## config.mk

```make
export PLATFORM = sky130hd
export DESIGN_NAME = wcd_word_copy_dma
export DESIGN_NICKNAME = d
export VERILOG_FILES = /design/src/wcd_pkg.sv /design/src/wcd_word_copy_dma.sv
export SDC_FILE = /design/constraint.sdc
export NUM_CORES = 1
export LEC_CHECK = 0
export BUFFER_PORTS_ARGS = -buffer_cell sky130_fd_sc_hd__buf_4
export CORE_ASPECT_RATIO = 0.7
export CORE_MARGIN = 5
export CORE_UTILIZATION = 54
export CTS_CLUSTER_DIAMETER = 40
export DETAILED_ROUTE_END_ITERATION = 6
export PLACE_DENSITY = 0.82
export SYNTH_ARGS = -nofsm -noshare
export SYNTH_HDL_FRONTEND = slang
export SYNTH_SLANG_ARGS = --single-unit
```

## constraint.sdc

```tcl
create_clock -name clk_sys -period 3 [get_ports clk_sys]
set_input_delay 0.15 -clock clk_sys [delete_from_list [all_inputs] [get_ports clk_sys]]
set_output_delay 0.15 -clock clk_sys [all_outputs]
set_load 0.01 [all_outputs]
```

## src/wcd_pkg.sv

```systemverilog
// Constants, register map and state type of the word copy DMA engine.
// Assumes a 32-bit APB target bus and 32-bit AHB-Lite and APB initiators.
`default_nettype none

package wcd_pkg;

  // ----------------------------------------------------------------------
  // Register map
  // ----------------------------------------------------------------------
  localparam logic [31:0] WCD_BLOCK_OFFSET = 32'h0800_0000;
  localparam int          WCD_REG_AW       = 5;
  localparam logic [4:0]  WCD_OFF_CONTROL  = 5'h00;
  localparam logic [4:0]  WCD_OFF_IRQ_CFG  = 5'h04;
  localparam logic [4:0]  WCD_OFF_STATE    = 5'h08;
  localparam logic [4:0]  WCD_OFF_SOURCE   = 5'h0C;
  localparam logic [4:0]  WCD_OFF_DEST     = 5'h10;
  localparam logic [4:0]  WCD_OFF_COUNT    = 5'h14;

  // ----------------------------------------------------------------------
  // Field positions and reset values
  // ----------------------------------------------------------------------
  localparam int          WCD_BIT_GO       = 0;
  localparam int          WCD_BIT_ABORT    = 1;
  localparam int          WCD_BIT_IRQ_ALL  = 0;
  localparam int          WCD_BIT_BUSY     = 0;
  localparam int          WCD_BIT_ERROR    = 1;
  localparam logic [1:0]  WCD_CTRL_RESET   = 2'h0;
  localparam logic [1:0]  WCD_IRQC_RESET   = 2'h0;
  localparam logic [31:0] WCD_WORD_RESET   = 32'h0000_0000;

  // ----------------------------------------------------------------------
  // Bus encodings
  // ----------------------------------------------------------------------
  localparam logic [1:0]  WCD_HTRANS_IDLE   = 2'h0;
  localparam logic [1:0]  WCD_HTRANS_NONSEQ = 2'h2;
  localparam logic [2:0]  WCD_HSIZE_WORD    = 3'h2;
  localparam logic [2:0]  WCD_HBURST_SINGLE = 3'h0;
  localparam logic [31:0] WCD_ADDR_STEP     = 32'h0000_0004;
  localparam logic [31:0] WCD_ONE_WORD      = 32'h0000_0001;

  // ----------------------------------------------------------------------
  // Copy sequencer states
  // ----------------------------------------------------------------------
  typedef enum logic [6:0] {
    WCD_IDLE       = 7'b000_0001,
    WCD_RD_ADDR    = 7'b000_0010,
    WCD_RD_DATA    = 7'b000_0100,
    WCD_WR_ADDR    = 7'b000_1000,
    WCD_WR_DATA    = 7'b001_0000,
    WCD_TCM_SETUP  = 7'b010_0000,
    WCD_TCM_ACCESS = 7'b100_0000
  } wcd_state_t;

endpackage

`default_nettype wire

```

## src/wcd_word_copy_dma.sv

```systemverilog
// Word copy DMA engine: APB register target, AHB-Lite source reader and
// either an AHB-Lite or a tightly coupled memory APB destination writer.
// Assumes all buses run on clk_sys; the surrounding logic halts the hart
// and unblocks the memory port before the APB destination is used.
//
// Behaviour
// - Busy output high while a copy runs.
// - Interrupt output signals end of copy.
// - Source words read over AHB-Lite initiator.
// - AHB-Lite destination writes each word.
// - Memory-port destination writes each word over APB.
// - Registers reached only through APB target.
// - Decode at base plus block offset.
// - Control bit 0 starts a copy.
// - Control bit 1 abandons the copy.
// - Config bit set: interrupt on error and completion.
// - Config bit clear: interrupt on error only.
// - Status has two read-only flags.
// - Status bit 1 flags last copy error.
// - Status bit 0 reads busy.
// - Source start address register, 32 bits.
// - Destination start address register, 32 bits.
// - Size register counts words moved exactly.
// - Build choice selects destination port.
`default_nettype none
`timescale 1ns/1ps

module wcd_word_copy_dma
  import wcd_pkg::*;
#(
  parameter int          WRITE_PORT = 1,
  parameter logic [31:0] ESS_BASE   = 32'h0000_0000
) (
  // Clock and reset
  input  wire logic        clk_sys,
  input  wire logic        reset_n,
  // Register target
  input  wire logic        psel,
  input  wire logic        penable,
  input  wire logic        pwrite,
  input  wire logic [31:0] paddr,
  input  wire logic [31:0] pwdata,
  output var  logic [31:0] prdata,
  output var  logic        pready,
  output var  logic        pslverr,
  // Source read port
  output var  logic [31:0] src_haddr,
  output var  logic [1:0]  src_htrans,
  output var  logic        src_hwrite,
  output var  logic [2:0]  src_hsize,
  output var  logic [2:0]  src_hburst,
  input  wire logic [31:0] src_hrdata,
  input  wire logic        src_hready,
  input  wire logic        src_hresp,
  // Destination write port
  output var  logic [31:0] dst_haddr,
  output var  logic [1:0]  dst_htrans,
  output var  logic        dst_hwrite,
  output var  logic [2:0]  dst_hsize,
  output var  logic [2:0]  dst_hburst,
  output var  logic [31:0] dst_hwdata,
  input  wire logic        dst_hready,
  input  wire logic        dst_hresp,
  // Tightly coupled memory write port
  output var  logic [31:0] tcm_paddr,
  output var  logic        tcm_psel,
  output var  logic        tcm_penable,
  output var  logic        tcm_pwrite,
  output var  logic [31:0] tcm_pwdata,
  input  wire logic        tcm_pready,
  input  wire logic        tcm_pslverr,
  // Status outputs
  output var  logic        copy_active_out,
  output var  logic        copy_irq_out
);

  // ----------------------------------------------------------------------
  // Elaboration checks
  // ----------------------------------------------------------------------
  localparam logic [31:0] BLOCK_BASE = ESS_BASE + WCD_BLOCK_OFFSET;

  if (WRITE_PORT != 0 && WRITE_PORT != 1) begin : g_bad_port
    $error("WRITE_PORT must be 0 or 1");
  end
  if (BLOCK_BASE[WCD_REG_AW-1:0] != '0) begin : g_bad_base
    $error("Block base must be aligned to the register window");
  end

  // ----------------------------------------------------------------------
  // Register target decode
  // ----------------------------------------------------------------------
  logic        hit;
  logic [4:0]  off;
  logic        known;
  logic        wr_acc;
  logic        rd_setup;
  logic [1:0]  ctrl_q;
  logic [1:0]  irqc_q;
  logic        error_q;
  logic [31:0] src_start_q;
  logic [31:0] dst_start_q;
  logic [31:0] size_q;
  logic [31:0] prdata_q;
  wcd_state_t  state_q;

  assign hit      = paddr[31:WCD_REG_AW] == BLOCK_BASE[31:WCD_REG_AW];
  assign off      = paddr[WCD_REG_AW-1:0];
  assign known    = hit && (off == WCD_OFF_CONTROL || off == WCD_OFF_IRQ_CFG || off == WCD_OFF_STATE
                    || off == WCD_OFF_SOURCE || off == WCD_OFF_DEST || off == WCD_OFF_COUNT);
  assign wr_acc   = psel && penable && pwrite && known;
  assign rd_setup = psel && !penable && !pwrite;
  assign pready   = 1'b1;
  assign pslverr  = psel && penable && !known;
  assign prdata   = prdata_q;

  logic go_wr;
  logic abort_wr;
  assign abort_wr = wr_acc && off == WCD_OFF_CONTROL && pwdata[WCD_BIT_ABORT];
  assign go_wr    = wr_acc && off == WCD_OFF_CONTROL && pwdata[WCD_BIT_GO] && !abort_wr;

  // Writes to the status word fall through every case and change nothing.
  always_ff @(posedge clk_sys) begin
    if (!reset_n) begin
      ctrl_q      <= WCD_CTRL_RESET;
      irqc_q      <= WCD_IRQC_RESET;
      src_start_q <= WCD_WORD_RESET;
      dst_start_q <= WCD_WORD_RESET;
      size_q      <= WCD_WORD_RESET;
    end else if (wr_acc) begin
      unique case (off)
        WCD_OFF_CONTROL: ctrl_q      <= pwdata[1:0];
        WCD_OFF_IRQ_CFG: irqc_q      <= pwdata[1:0];
        WCD_OFF_SOURCE:  src_start_q <= pwdata;
        WCD_OFF_DEST:    dst_start_q <= pwdata;
        WCD_OFF_COUNT:   size_q      <= pwdata;
        default:         ctrl_q      <= ctrl_q;
      endcase
    end
  end

  // Read data is captured in the setup phase so that it leaves a flip-flop.
  always_ff @(posedge clk_sys) begin
    if (!reset_n) begin
      prdata_q <= WCD_WORD_RESET;
    end else if (rd_setup) begin
      prdata_q <= WCD_WORD_RESET;
      if (hit) begin
        unique case (off)
          WCD_OFF_CONTROL: prdata_q[1:0] <= ctrl_q;
          WCD_OFF_IRQ_CFG: prdata_q[1:0] <= irqc_q;
          WCD_OFF_STATE:   prdata_q[1:0] <= {error_q, copy_active_out};
          WCD_OFF_SOURCE:  prdata_q      <= src_start_q;
          WCD_OFF_DEST:    prdata_q      <= dst_start_q;
          WCD_OFF_COUNT:   prdata_q      <= size_q;
          default:         prdata_q      <= WCD_WORD_RESET;
        endcase
      end
    end
  end

  // ----------------------------------------------------------------------
  // Copy sequencer
  // ----------------------------------------------------------------------
  logic [31:0] src_addr_q;
  logic [31:0] dst_addr_q;
  logic [31:0] remain_q;
  logic [31:0] data_q;
  logic        advance;
  logic        last;
  logic        err_evt;
  logic        done_evt;

  assign advance  = (state_q == WCD_WR_DATA && dst_hready && !dst_hresp)
                 || (state_q == WCD_TCM_ACCESS && tcm_pready && !tcm_pslverr);
  assign last     = remain_q == WCD_ONE_WORD;
  assign err_evt  = !abort_wr && ((state_q == WCD_RD_DATA && src_hresp) || (state_q == WCD_WR_DATA && dst_hresp)
                 || (state_q == WCD_TCM_ACCESS && tcm_pready && tcm_pslverr));
  assign done_evt = !abort_wr && ((advance && last) || (go_wr && state_q == WCD_IDLE && size_q == '0));

  // An abort drops the engine to idle at once; a beat already accepted by
  // an AHB target completes on that bus without the engine watching it.
  always_ff @(posedge clk_sys) begin
    if (!reset_n) begin
      state_q <= WCD_IDLE;
    end else if (abort_wr || err_evt) begin
      state_q <= WCD_IDLE;
    end else begin
      unique case (state_q)
        WCD_IDLE:       if (go_wr && size_q != '0) state_q <= WCD_RD_ADDR;
        WCD_RD_ADDR:    if (src_hready) state_q <= WCD_RD_DATA;
        WCD_RD_DATA:    if (src_hready) state_q <= (WRITE_PORT == 1) ? WCD_WR_ADDR : WCD_TCM_SETUP;
        WCD_WR_ADDR:    if (dst_hready) state_q <= WCD_WR_DATA;
        WCD_WR_DATA:    if (advance) state_q <= last ? WCD_IDLE : WCD_RD_ADDR;
        WCD_TCM_SETUP:  state_q <= WCD_TCM_ACCESS;
        WCD_TCM_ACCESS: if (advance) state_q <= last ? WCD_IDLE : WCD_RD_ADDR;
      endcase
    end
  end

  always_ff @(posedge clk_sys) begin
    if (!reset_n) begin
      src_addr_q <= WCD_WORD_RESET;
      dst_addr_q <= WCD_WORD_RESET;
      remain_q   <= WCD_WORD_RESET;
    end else if (go_wr && state_q == WCD_IDLE) begin
      src_addr_q <= src_start_q;
      dst_addr_q <= dst_start_q;
      remain_q   <= size_q;
    end else if (advance) begin
      src_addr_q <= src_addr_q + WCD_ADDR_STEP;
      dst_addr_q <= dst_addr_q + WCD_ADDR_STEP;
      remain_q   <= remain_q - WCD_ONE_WORD;
    end
  end

  always_ff @(posedge clk_sys) begin
    if (!reset_n) begin
      data_q <= WCD_WORD_RESET;
    end else if (state_q == WCD_RD_DATA && src_hready && !src_hresp) begin
      data_q <= src_hrdata;
    end
  end

  // ----------------------------------------------------------------------
  // Status flags and interrupt
  // ----------------------------------------------------------------------
  // The interrupt is a level that holds until the next start or abort.
  always_ff @(posedge clk_sys) begin
    if (!reset_n) begin
      error_q      <= 1'b0;
      copy_irq_out <= 1'b0;
    end else begin
      if (err_evt) begin
        error_q <= 1'b1;
      end else if (go_wr && state_q == WCD_IDLE) begin
        error_q <= 1'b0;
      end
      if (err_evt || (done_evt && irqc_q[WCD_BIT_IRQ_ALL])) begin
        copy_irq_out <= 1'b1;
      end else if ((go_wr && state_q == WCD_IDLE) || abort_wr) begin
        copy_irq_out <= 1'b0;
      end
    end
  end

  assign copy_active_out = state_q != WCD_IDLE;

  // ----------------------------------------------------------------------
  // Initiator outputs
  // ----------------------------------------------------------------------
  assign src_haddr  = src_addr_q;
  assign src_htrans = (state_q == WCD_RD_ADDR) ? WCD_HTRANS_NONSEQ : WCD_HTRANS_IDLE;
  assign src_hwrite = 1'b0;
  assign src_hsize  = WCD_HSIZE_WORD;
  assign src_hburst = WCD_HBURST_SINGLE;

  assign dst_haddr  = dst_addr_q;
  assign dst_htrans = (state_q == WCD_WR_ADDR) ? WCD_HTRANS_NONSEQ : WCD_HTRANS_IDLE;
  assign dst_hwrite = 1'b1;
  assign dst_hsize  = WCD_HSIZE_WORD;
  assign dst_hburst = WCD_HBURST_SINGLE;
  assign dst_hwdata = data_q;

  // The memory-port initiator only ever writes; it has no read path.
  assign tcm_paddr   = dst_addr_q;
  assign tcm_psel    = state_q == WCD_TCM_SETUP || state_q == WCD_TCM_ACCESS;
  assign tcm_penable = state_q == WCD_TCM_ACCESS;
  assign tcm_pwrite  = 1'b1;
  assign tcm_pwdata  = data_q;
endmodule // wcd_word_copy_dma

`default_nettype wire

```

==> summary.md, run 1 <==
| Metric | Value |
|---|---|
| Flop and latch count out of synthesis | `between 200 and 300` |
| Post-synth EDFFs | `0` |
| CP bufs+invs | `2` |
| Transition time of the tightest slew-check pin | `around 0.76 ns` |
| Most instantiated cells after synthesis | `dfxtp_1, nand2_1, a21oi_1` |
| Ys Warns | `0` |
| Drt first-iter violations | `~1.2k` |
| Library cell used as clock root buffer | `clkbuf_16` |
| Post-route setup TNS | `0 ns` |
| Sequential share of the synthesized area | `42.03%` |
| Final Net Count | `around 2k` |
| Placer congestion estimate | `0.9435` |
| Result of the run | `finished, final reports clean` |
| Number of CTS-inserted buffers | `31` |
| Antenna violation net count after detailed routing | `0` |
| DIE AREA | `~27000 sq um` |
| Distinct cells, synth | `roughly 70` |
| Largest driver fanout on the critical path | `11` |
| Worst hold slack | `approximately 0.069 ns` |
| Crit path max-delay cell type | `or4b_4` |
| Endpoint of the lowest-slack register-to-register path | `src_haddr[23]$_SDFFE_PN0P_` |
| Most frequent CP cell | `buf_4` |
| Max Freq | `0.3776 GHz` |
| Number of violations of the max-capacitance limit | `0` |
| Family with the most delay on the worst path | `simple AND/OR/NAND/NOR gates` |
| Residual DRC | `0` |
| Clock transition at path regs | `roughly 0.070 ns` |
| Crit Path Category | `reg -> reg` |
| Total setup buffers inserted after CTS | `0` |
| Library cell occupying the most area in the post-synthesis netlist | `dfxtp_1` |
| TritonCTS clock tree | `done` |
| Cell-by-cell trace of the critical path | `or4b_4 -> nor2_1 -> buf_4 -> buf_4 -> nand2_1 -> nor3_1 -> xnor2_1 -> a21oi_1` |
| Worst-case setup slack after placement | `between 0.4 and 0.5 ns` |
| Beginning of the critical path | `state_q[1]$_SDFFE_PP0P_` |
| Number of cells in the design after placement | `between 2k and 2.5k` |
| Overall routing resource usage | `between 20 and 30%` |
| Post-Synthesis Cell Area | `12720 sq um` |
| Aggregate routed wire length | `~43000 um` |
| Length in cells of the worst reg-to-reg path | `8` |
| Cell with the most instances after synthesis | `dfxtp_1` |
| Clock period minus worst slack | `2.648 ns` |
| Antenna violations before repair | `0` |
| Required time of the worst setup path | `3.45 ns` |
| Wire length of the first global-routing pass | `roughly 67000 um` |
| DR pass1 iterations | `6` |
| Worst IR Drop VDD | `just over 0.4 mV` |
| Arrival time worst endpoint | `between 3 and 4 ns` |
| Via count of the first global-routing pass | `roughly 12k` |
| HPWL reported at the end of detailed placement | `28330 um` |
| Unrepaired setup endpoints after global routing | `false` |
| Stages on the worst setup path | `8` |
| Top-Level Pins | `around 320` |
| Number of cells in the finished layout apart from fillers | `approximately 2.2k` |
| H-tree depth | `1` |
| Total power divided by cell area | `~470 nW/um^2` |
| Via count | `13.28k` |
| Share of cells above drive strength 1 | `22.06%` |
| Congestion Overflow GR | `0` |
| Count of antenna diodes in the layout | `0` |
| Number of placement rows | `47` |
| Startpoint kind of the worst setup timing path | `register` |
| Clock latency on the worst-skew pair | `roughly 0.55 ns` |
| Fin. Hold Viols | `0` |
| Setup violators final | `0` |
| Period Utilization, post-route | `approximately nine tenths` |
| Reg2reg start | `state_q[1]$_SDFFE_PP0P_` |
| Initial Util | `roughly 54%` |
| Least setup slack across all paths after layout | `0.3515 ns` |
| IO Port Bufs | `about 300` |
| Relative max-transition margin | `between 40% and 50%` |
| Mean number of vias per cell | `5.967` |
| Class of the most critical hold timing path | `in -> reg` |
| Number of slew-limit violations in the final report | `0` |
| Avg Cell Area, Syn | `slightly below 8 sq um` |
| Leak Pwr | `around 0.0064 uW` |
| Share of synthesized registers carrying an async set or reset | `0%` |
| Height of the die | `~140 um` |
| Synthesized instance count | `roughly 1.6k` |
| Setup slack, reg-to-reg | `around 0.35 ns` |
| Fraction of synthesized cell area taken by the top area cell type | `between 40% and 50%` |
| Synth area leaders | `dfxtp_1, nand2_1, a21oi_1, o21ai_0, buf_4` |
| Area of the core | `~23000 sq um` |
| Fill cell count | `between 1.5k and 2k` |
| Maximum number of pins on one net before global-route repair | `~140` |
| Dominant register cell in the synthesized netlist | `dfxtp_1` |
| Die Wd | `between 150 and 200 um` |
| Setup crit end kind | `register` |
| Routed WL per cell | `about 19 um` |
| CTS sink count | `267` |
| Maximum single-stage delay on the critical path | `0.62 ns` |
| Largest clock skew in the final design | `0.01529 ns` |
| Cts repair resizes | `0` |
| Area growth, synth to finish | `29.16%` |
| Critical path destination | `src_haddr[23]$_SDFFE_PN0P_` |
| Buffers from clock root to sink, at most | `3` |
-- worst min-delay path: stages --
cell and delay, ns:
buf_4 0.09, a22o_1 0.17, a22oi_1 0.08, nor2_1 0.08
-- cells in the final DEF, fill, tap and decap left out, drive strengths merged, types with 28 or more instances in the layout --
cell / n
nand3: 118
clkbuf: 41
a22oi: 39
o21ai: 141
mux2i: 33
nor4: 33
buf: 342
dfxtp: 267
dlygate4sd3: 66
nand4: 28
nand2: 261
nor2: 95
nor3: 32
a21oi: 179
-- flip-flops by register name, summed over array words and instances (netlist names) --
name / count
dst_haddr: 32
dst_hwdata: 32
copy_irq_out: 1
state_q: 5
src_haddr: 32
prdata: 32
irqc_q: 2
ctrl_q: 2
error_q: 1
src_start_q: 32
size_q: 32
dst_start_q: 32
remain_q: 32
-- worst min path at each step --
stage,startpoint,to,slack (ns),depth (start not counted)
6_report,src_hresp,error_q$_SDFFE_PN0P_,0.07,4
5_1_grt,src_hresp,error_q$_SDFFE_PN0P_,0.09,4
4_1_cts,src_hresp,error_q$_SDFFE_PN0P_,0.05,4
3_5_place_dp,src_hrdata[18],dst_hwdata[18]$_SDFFE_PN0P_,0.41,3
3_3_place_gp,src_hrdata[18],dst_hwdata[18]$_SDFFE_PN0P_,0.40,3
2_1_floorplan,src_hrdata[0],dst_hwdata[0]$_SDFFE_PN0P_,0.29,2
-- where the power goes --
group | total [uW] | switching [uW] | leakage, uW | internal [uW]
Clock | 3750 | 1560 | 0.000489 | 2190
Sequential | 3540 | 0.0000000253 | 0.00215 | 3540
Combinational | 362 | 185 | 0.00378 | 177
-- cell families after synthesis --
group / share of synthesized area, %
flops: 42.03
other cells: 0.05905
fa+ha+maj: 0.3935
simple gates: 24.71
mux: 3.158
xor+xnor: 1.653
buf+inv: 8.844
compound gates: 19.15
-- metal layers --
metal / routed length (um) / vias up / global-route usage [%]
li1: - / 6203 / -
met3: 4770 / 135 / 7.563
met1: 17310 / 6198 / 40.24
met5: 0 / - / 0
met2: 19320 / 746 / 46.70
met4: 1328 / 0 / 10.28
-- layout make-up --
cell class | instances | area [sq um] | area share (%)
multi-input combinational | 1162 | 6329 | 38.53
sequential | 267 | 5345 | 32.54
timing repair buffer | 408 | 3278 | 19.96
clock buffer | 41 | 853.3 | 5.195
tap | 318 | 397.9 | 2.422
clock inverter | 15 | 165.2 | 1.005
inverter | 15 | 58.81 | 0.3580
-- stage by stage --
step | instance area, sq um | util [%] | power (uW)
3_5_place_dp | 14750 | 63.01 | 3905
5_1_grt | 16430 | 70.19 | 7869
3_3_place_gp | 14750 | 63.01 | 3903
4_1_cts | 16430 | 70.19 | 7679
2_1_floorplan | 12790 | - | 3767
6_report | 16430 | 70.19 | 7661
-- what timing repair did --
item                                   4_1_cts  5_1_grt
setup endpoints to repair                    0        0
endpoints found under the hold margin      135        0
hold buffers                                66        0
Note: power is estimated with default switching activity, not from simulation.
==> inputs of run 2 (changes only) <==
==> constraint.sdc (replaced) <==
create_clock -name clk_sys -period 2.66 [get_ports clk_sys]
set_input_delay 0.133 -clock clk_sys [delete_from_list [all_inputs] [get_ports clk_sys]]
set_output_delay 0.133 -clock clk_sys [all_outputs]
set_load 0.01 [all_outputs]
==> run 2 against run 1 <==
Sequential cell count did not move. Critical path type unchanged. Final cell count grew 0.99%. Combinational power rose by 15%. Sequential share of layout area is 0.67 points lower. Count of clock-buffer cells in the layout up 5. Critical path depth is 1 lower. Highest routed layer unchanged. First-iteration DRC count rose by 25%.
==> summary.md, run 2 (synthesis gave the netlist of run 1 again) <==
| Metric | Value |
|---|---|
| Sw frac | `21.53% (-1.3 points)` |
| Result of the run | `finished, final reports clean` |
| Most frequent standard cell in the layout excluding fill and tap cells | `buf_4` |
| Least setup slack across all paths after layout | `0.1139 ns (-0.2376 ns)` |
| Antenna violation net count after detailed routing | `0 (unchanged)` |
| Clock transition at path regs | `0.06 ns (about the same)` |
| Family with the most delay on the worst path | `simple AND/OR/NAND/NOR gates` |
| Post-route setup TNS | `0 ns (unchanged)` |
| Number of CTS-inserted buffers | `34 (+9.7%)` |
| Largest clock skew in the final design | `0.02470 ns (+0.009403 ns)` |
| DR pass1 iterations | `6 (unchanged)` |
| Share of cells above drive strength 1 | `23.06% (+0.99 points)` |
| Transition time of the tightest slew-check pin | `0.9145 ns (+0.1525 ns)` |
| Final Net Count | `2017 (+1.1%)` |
| Part of the total power dissipated in combinational logic | `4.4% (-0.3 points)` |
| Number of violations of the max-capacitance limit | `0 (unchanged)` |
| Number of placement rows | `47 (unchanged)` |
| Number of slew-limit violations in the final report | `0 (unchanged)` |
| Part of the power in the clock network | `53.0% (+4.0 points)` |
| Worst-case setup slack after placement | `0.1178 ns (-0.3159 ns)` |
| Startpoint kind of the worst setup timing path | `register` |
| Total setup buffers inserted after CTS | `0 (unchanged)` |
| HPWL reported at the end of detailed placement | `28870 um (+1.9%)` |
| Residual DRC | `0 (unchanged)` |
| Crit Path Category | `reg -> reg` |
| Cts repair resizes | `0 (unchanged)` |
| Most frequent CP cell | `or3_1` |
| Area of the core | `23400 sq um (unchanged)` |
| Reg power frac | `42.6% (-3.7 points)` |
| CP bufs+invs | `1 (-1)` |
| Arrival time worst endpoint | `2.97 ns (-0.12 ns)` |
| IO Port Bufs | `301 (unchanged)` |
| Total power divided by cell area | `559.4 nW/um^2 (+20%)` |
| Largest driver fanout on the critical path | `5 (-6)` |
| Unrepaired setup endpoints after global routing | `false` |
| Wire length of the first global-routing pass | `70380 um (+5.5%)` |
| DIE AREA | `26770 sq um (unchanged)` |
| Die Wd | `193.4 um (unchanged)` |
| Drt first-iter violations | `1550 (+25%)` |
| Routed WL per cell | `19.89 um (+3.6%)` |
| Setup crit end kind | `register` |
| Internal power of the cells | `7362 uW (+25%)` |
| Via count | `13.56k (+2.1%)` |
| Via count of the first global-routing pass | `13.01k (+5.0%)` |
| TritonCTS clock tree | `done` |
| Aggregate routed wire length | `44720 um (+4.7%)` |
| Height of the die | `138.4 um (unchanged)` |
| Leak Pwr | `0.006614 uW (+3.1%)` |
| CTS sink count | `267 (unchanged)` |
| H-tree depth | `2 (+1)` |
| Period Utilization, post-route | `95.72% (+7.4 points)` |
| Worst IR Drop VDD | `0.3854 mV (-4.2%)` |
| Antenna violations before repair | `0 (unchanged)` |
| Mean number of vias per cell | `6.031 (+1.1%)` |
| Fin. Hold Viols | `0 (unchanged)` |
| Top-Level Pins | `324 (unchanged)` |
| Buffers from clock root to sink, at most | `3 (unchanged)` |
| Crit path max-delay cell type | `or3b_2` |
| Required time of the worst setup path | `3.09 ns (-0.36 ns)` |
| Max Freq | `0.3928 GHz (+4.0%)` |
| Fill cell count | `1805 (-1.4%)` |
| Initial Util | `54.34% (unchanged)` |
| Overall routing resource usage | `31.43% (+1.7 points)` |
| Relative max-transition margin | `39.03% (-9.8 points)` |
| Setup violators final | `0 (unchanged)` |
| Area growth, synth to finish | `31.86%` |
| Placer congestion estimate | `0.9008 (-4.5%)` |
| Library cell used as clock root buffer | `clkbuf_16` |
| Class of the most critical hold timing path | `in -> reg` |
| Maximum number of pins on one net before global-route repair | `174 (+25%)` |
| Count of antenna diodes in the layout | `0 (unchanged)` |
| Clock period minus worst slack | `2.546 ns (-0.1024 ns)` |
| Clock latency on the worst-skew pair | `0.51 ns (-0.04 ns)` |
| Most frequent cells in the layout | `buf_4, dfxtp_1, nand2_1` |
| Cell-by-cell trace of the critical path | `inv_1 -> ha_1 -> or3b_2 -> or3_1 -> or3_1 -> or3_1 -> a31oi_1` |
| CTS Hold Bufs | `66 (unchanged)` |
| Power dissipated by switching net loads | `2020 uW (+16%)` |
| Congestion Overflow GR | `0 (unchanged)` |
| Maximum single-stage delay on the critical path | `0.55 ns (-0.07 ns)` |
## run 2: cell types whose count changed in the layout (fill, tap and decap cells not counted), sizes merged
cell and delta:
buf +18, bufinv +3, clkinv -3, clkinvlp -1, clkbuf +5
## run 2: per-stage QoR
step	utilization [%]	power (uW)	area [sq um]	std cells	hold slack [ns]
after floorplan	-	4249	12790	1642	0.2690
after global placement	63.59	4405	14880	2122	0.3789
final	71.66	9382	16770	2248	0.09483
after detailed placement	63.59	4408	14880	2122	0.3886
after global routing	71.66	9622	16770	2248	0.1517
after CTS	71.66	9403	16770	2248	0.08631
## run 2: area by class of cell
| cell class | count | area, sq um | share of cell area (%) |
|---|---|---|---|
| multi-input cells | 1162 | 6329 | 37.73 |
| flip-flops and latches | 267 | 5345 | 31.87 |
| repair buffers | 426 | 3413 | 20.35 |
| clock buffers | 46 | 1010 | 6.021 |
| well taps | 318 | 397.9 | 2.372 |
| clock inverters | 14 | 217.7 | 1.298 |
| inverters | 15 | 58.81 | 0.3506 |
## run 2: power groups by stage
stage	registers [uW]	clock network [uW]	logic [uW]
2_1_floorplan	4090	0	162
6_report	4000	4970	415
3_3_place_gp	4090	0	318
3_5_place_dp	4090	0	321
5_1_grt	4000	5190	439
4_1_cts	4000	5000	404
## run 2: path summary, 6_finish.rpt
| path | startpoint | slack [ns] | cells past startpoint | endpoint |
|---|---|---|---|---|
| hold / removal | src_hresp | 0.09 | 4 | error_q$_SDFFE_PN0P_ |
| setup / recovery | remain_q[0]$_SDFFE_PN0P_ | 0.11 | 7 | remain_q[10]$_SDFFE_PN0P_ |
| setup reg to reg | remain_q[0]$_SDFFE_PN0P_ | 0.11 | 7 | remain_q[10]$_SDFFE_PN0P_ |
| hold reg to reg | src_haddr[1]$_SDFFE_PN0P_ | 0.46 | 2 | src_haddr[1]$_SDFFE_PN0P_ |
## run 2: worst min-delay path: stages
cell     delay [ns]
buf_4          0.09
a22o_1         0.17
a22oi_1        0.08
nor2_1         0.08
## run 2: metal layers
metal,share of wire [%],GRT usage [%],up-vias,routed length (um)
met5,0,0,-,0
met1,41,43.25,6384,18340
li1,-,-,6240,-
met3,11,6.882,112,4805
met4,2.6,9.423,0,1168
met2,46,49.94,821,20410
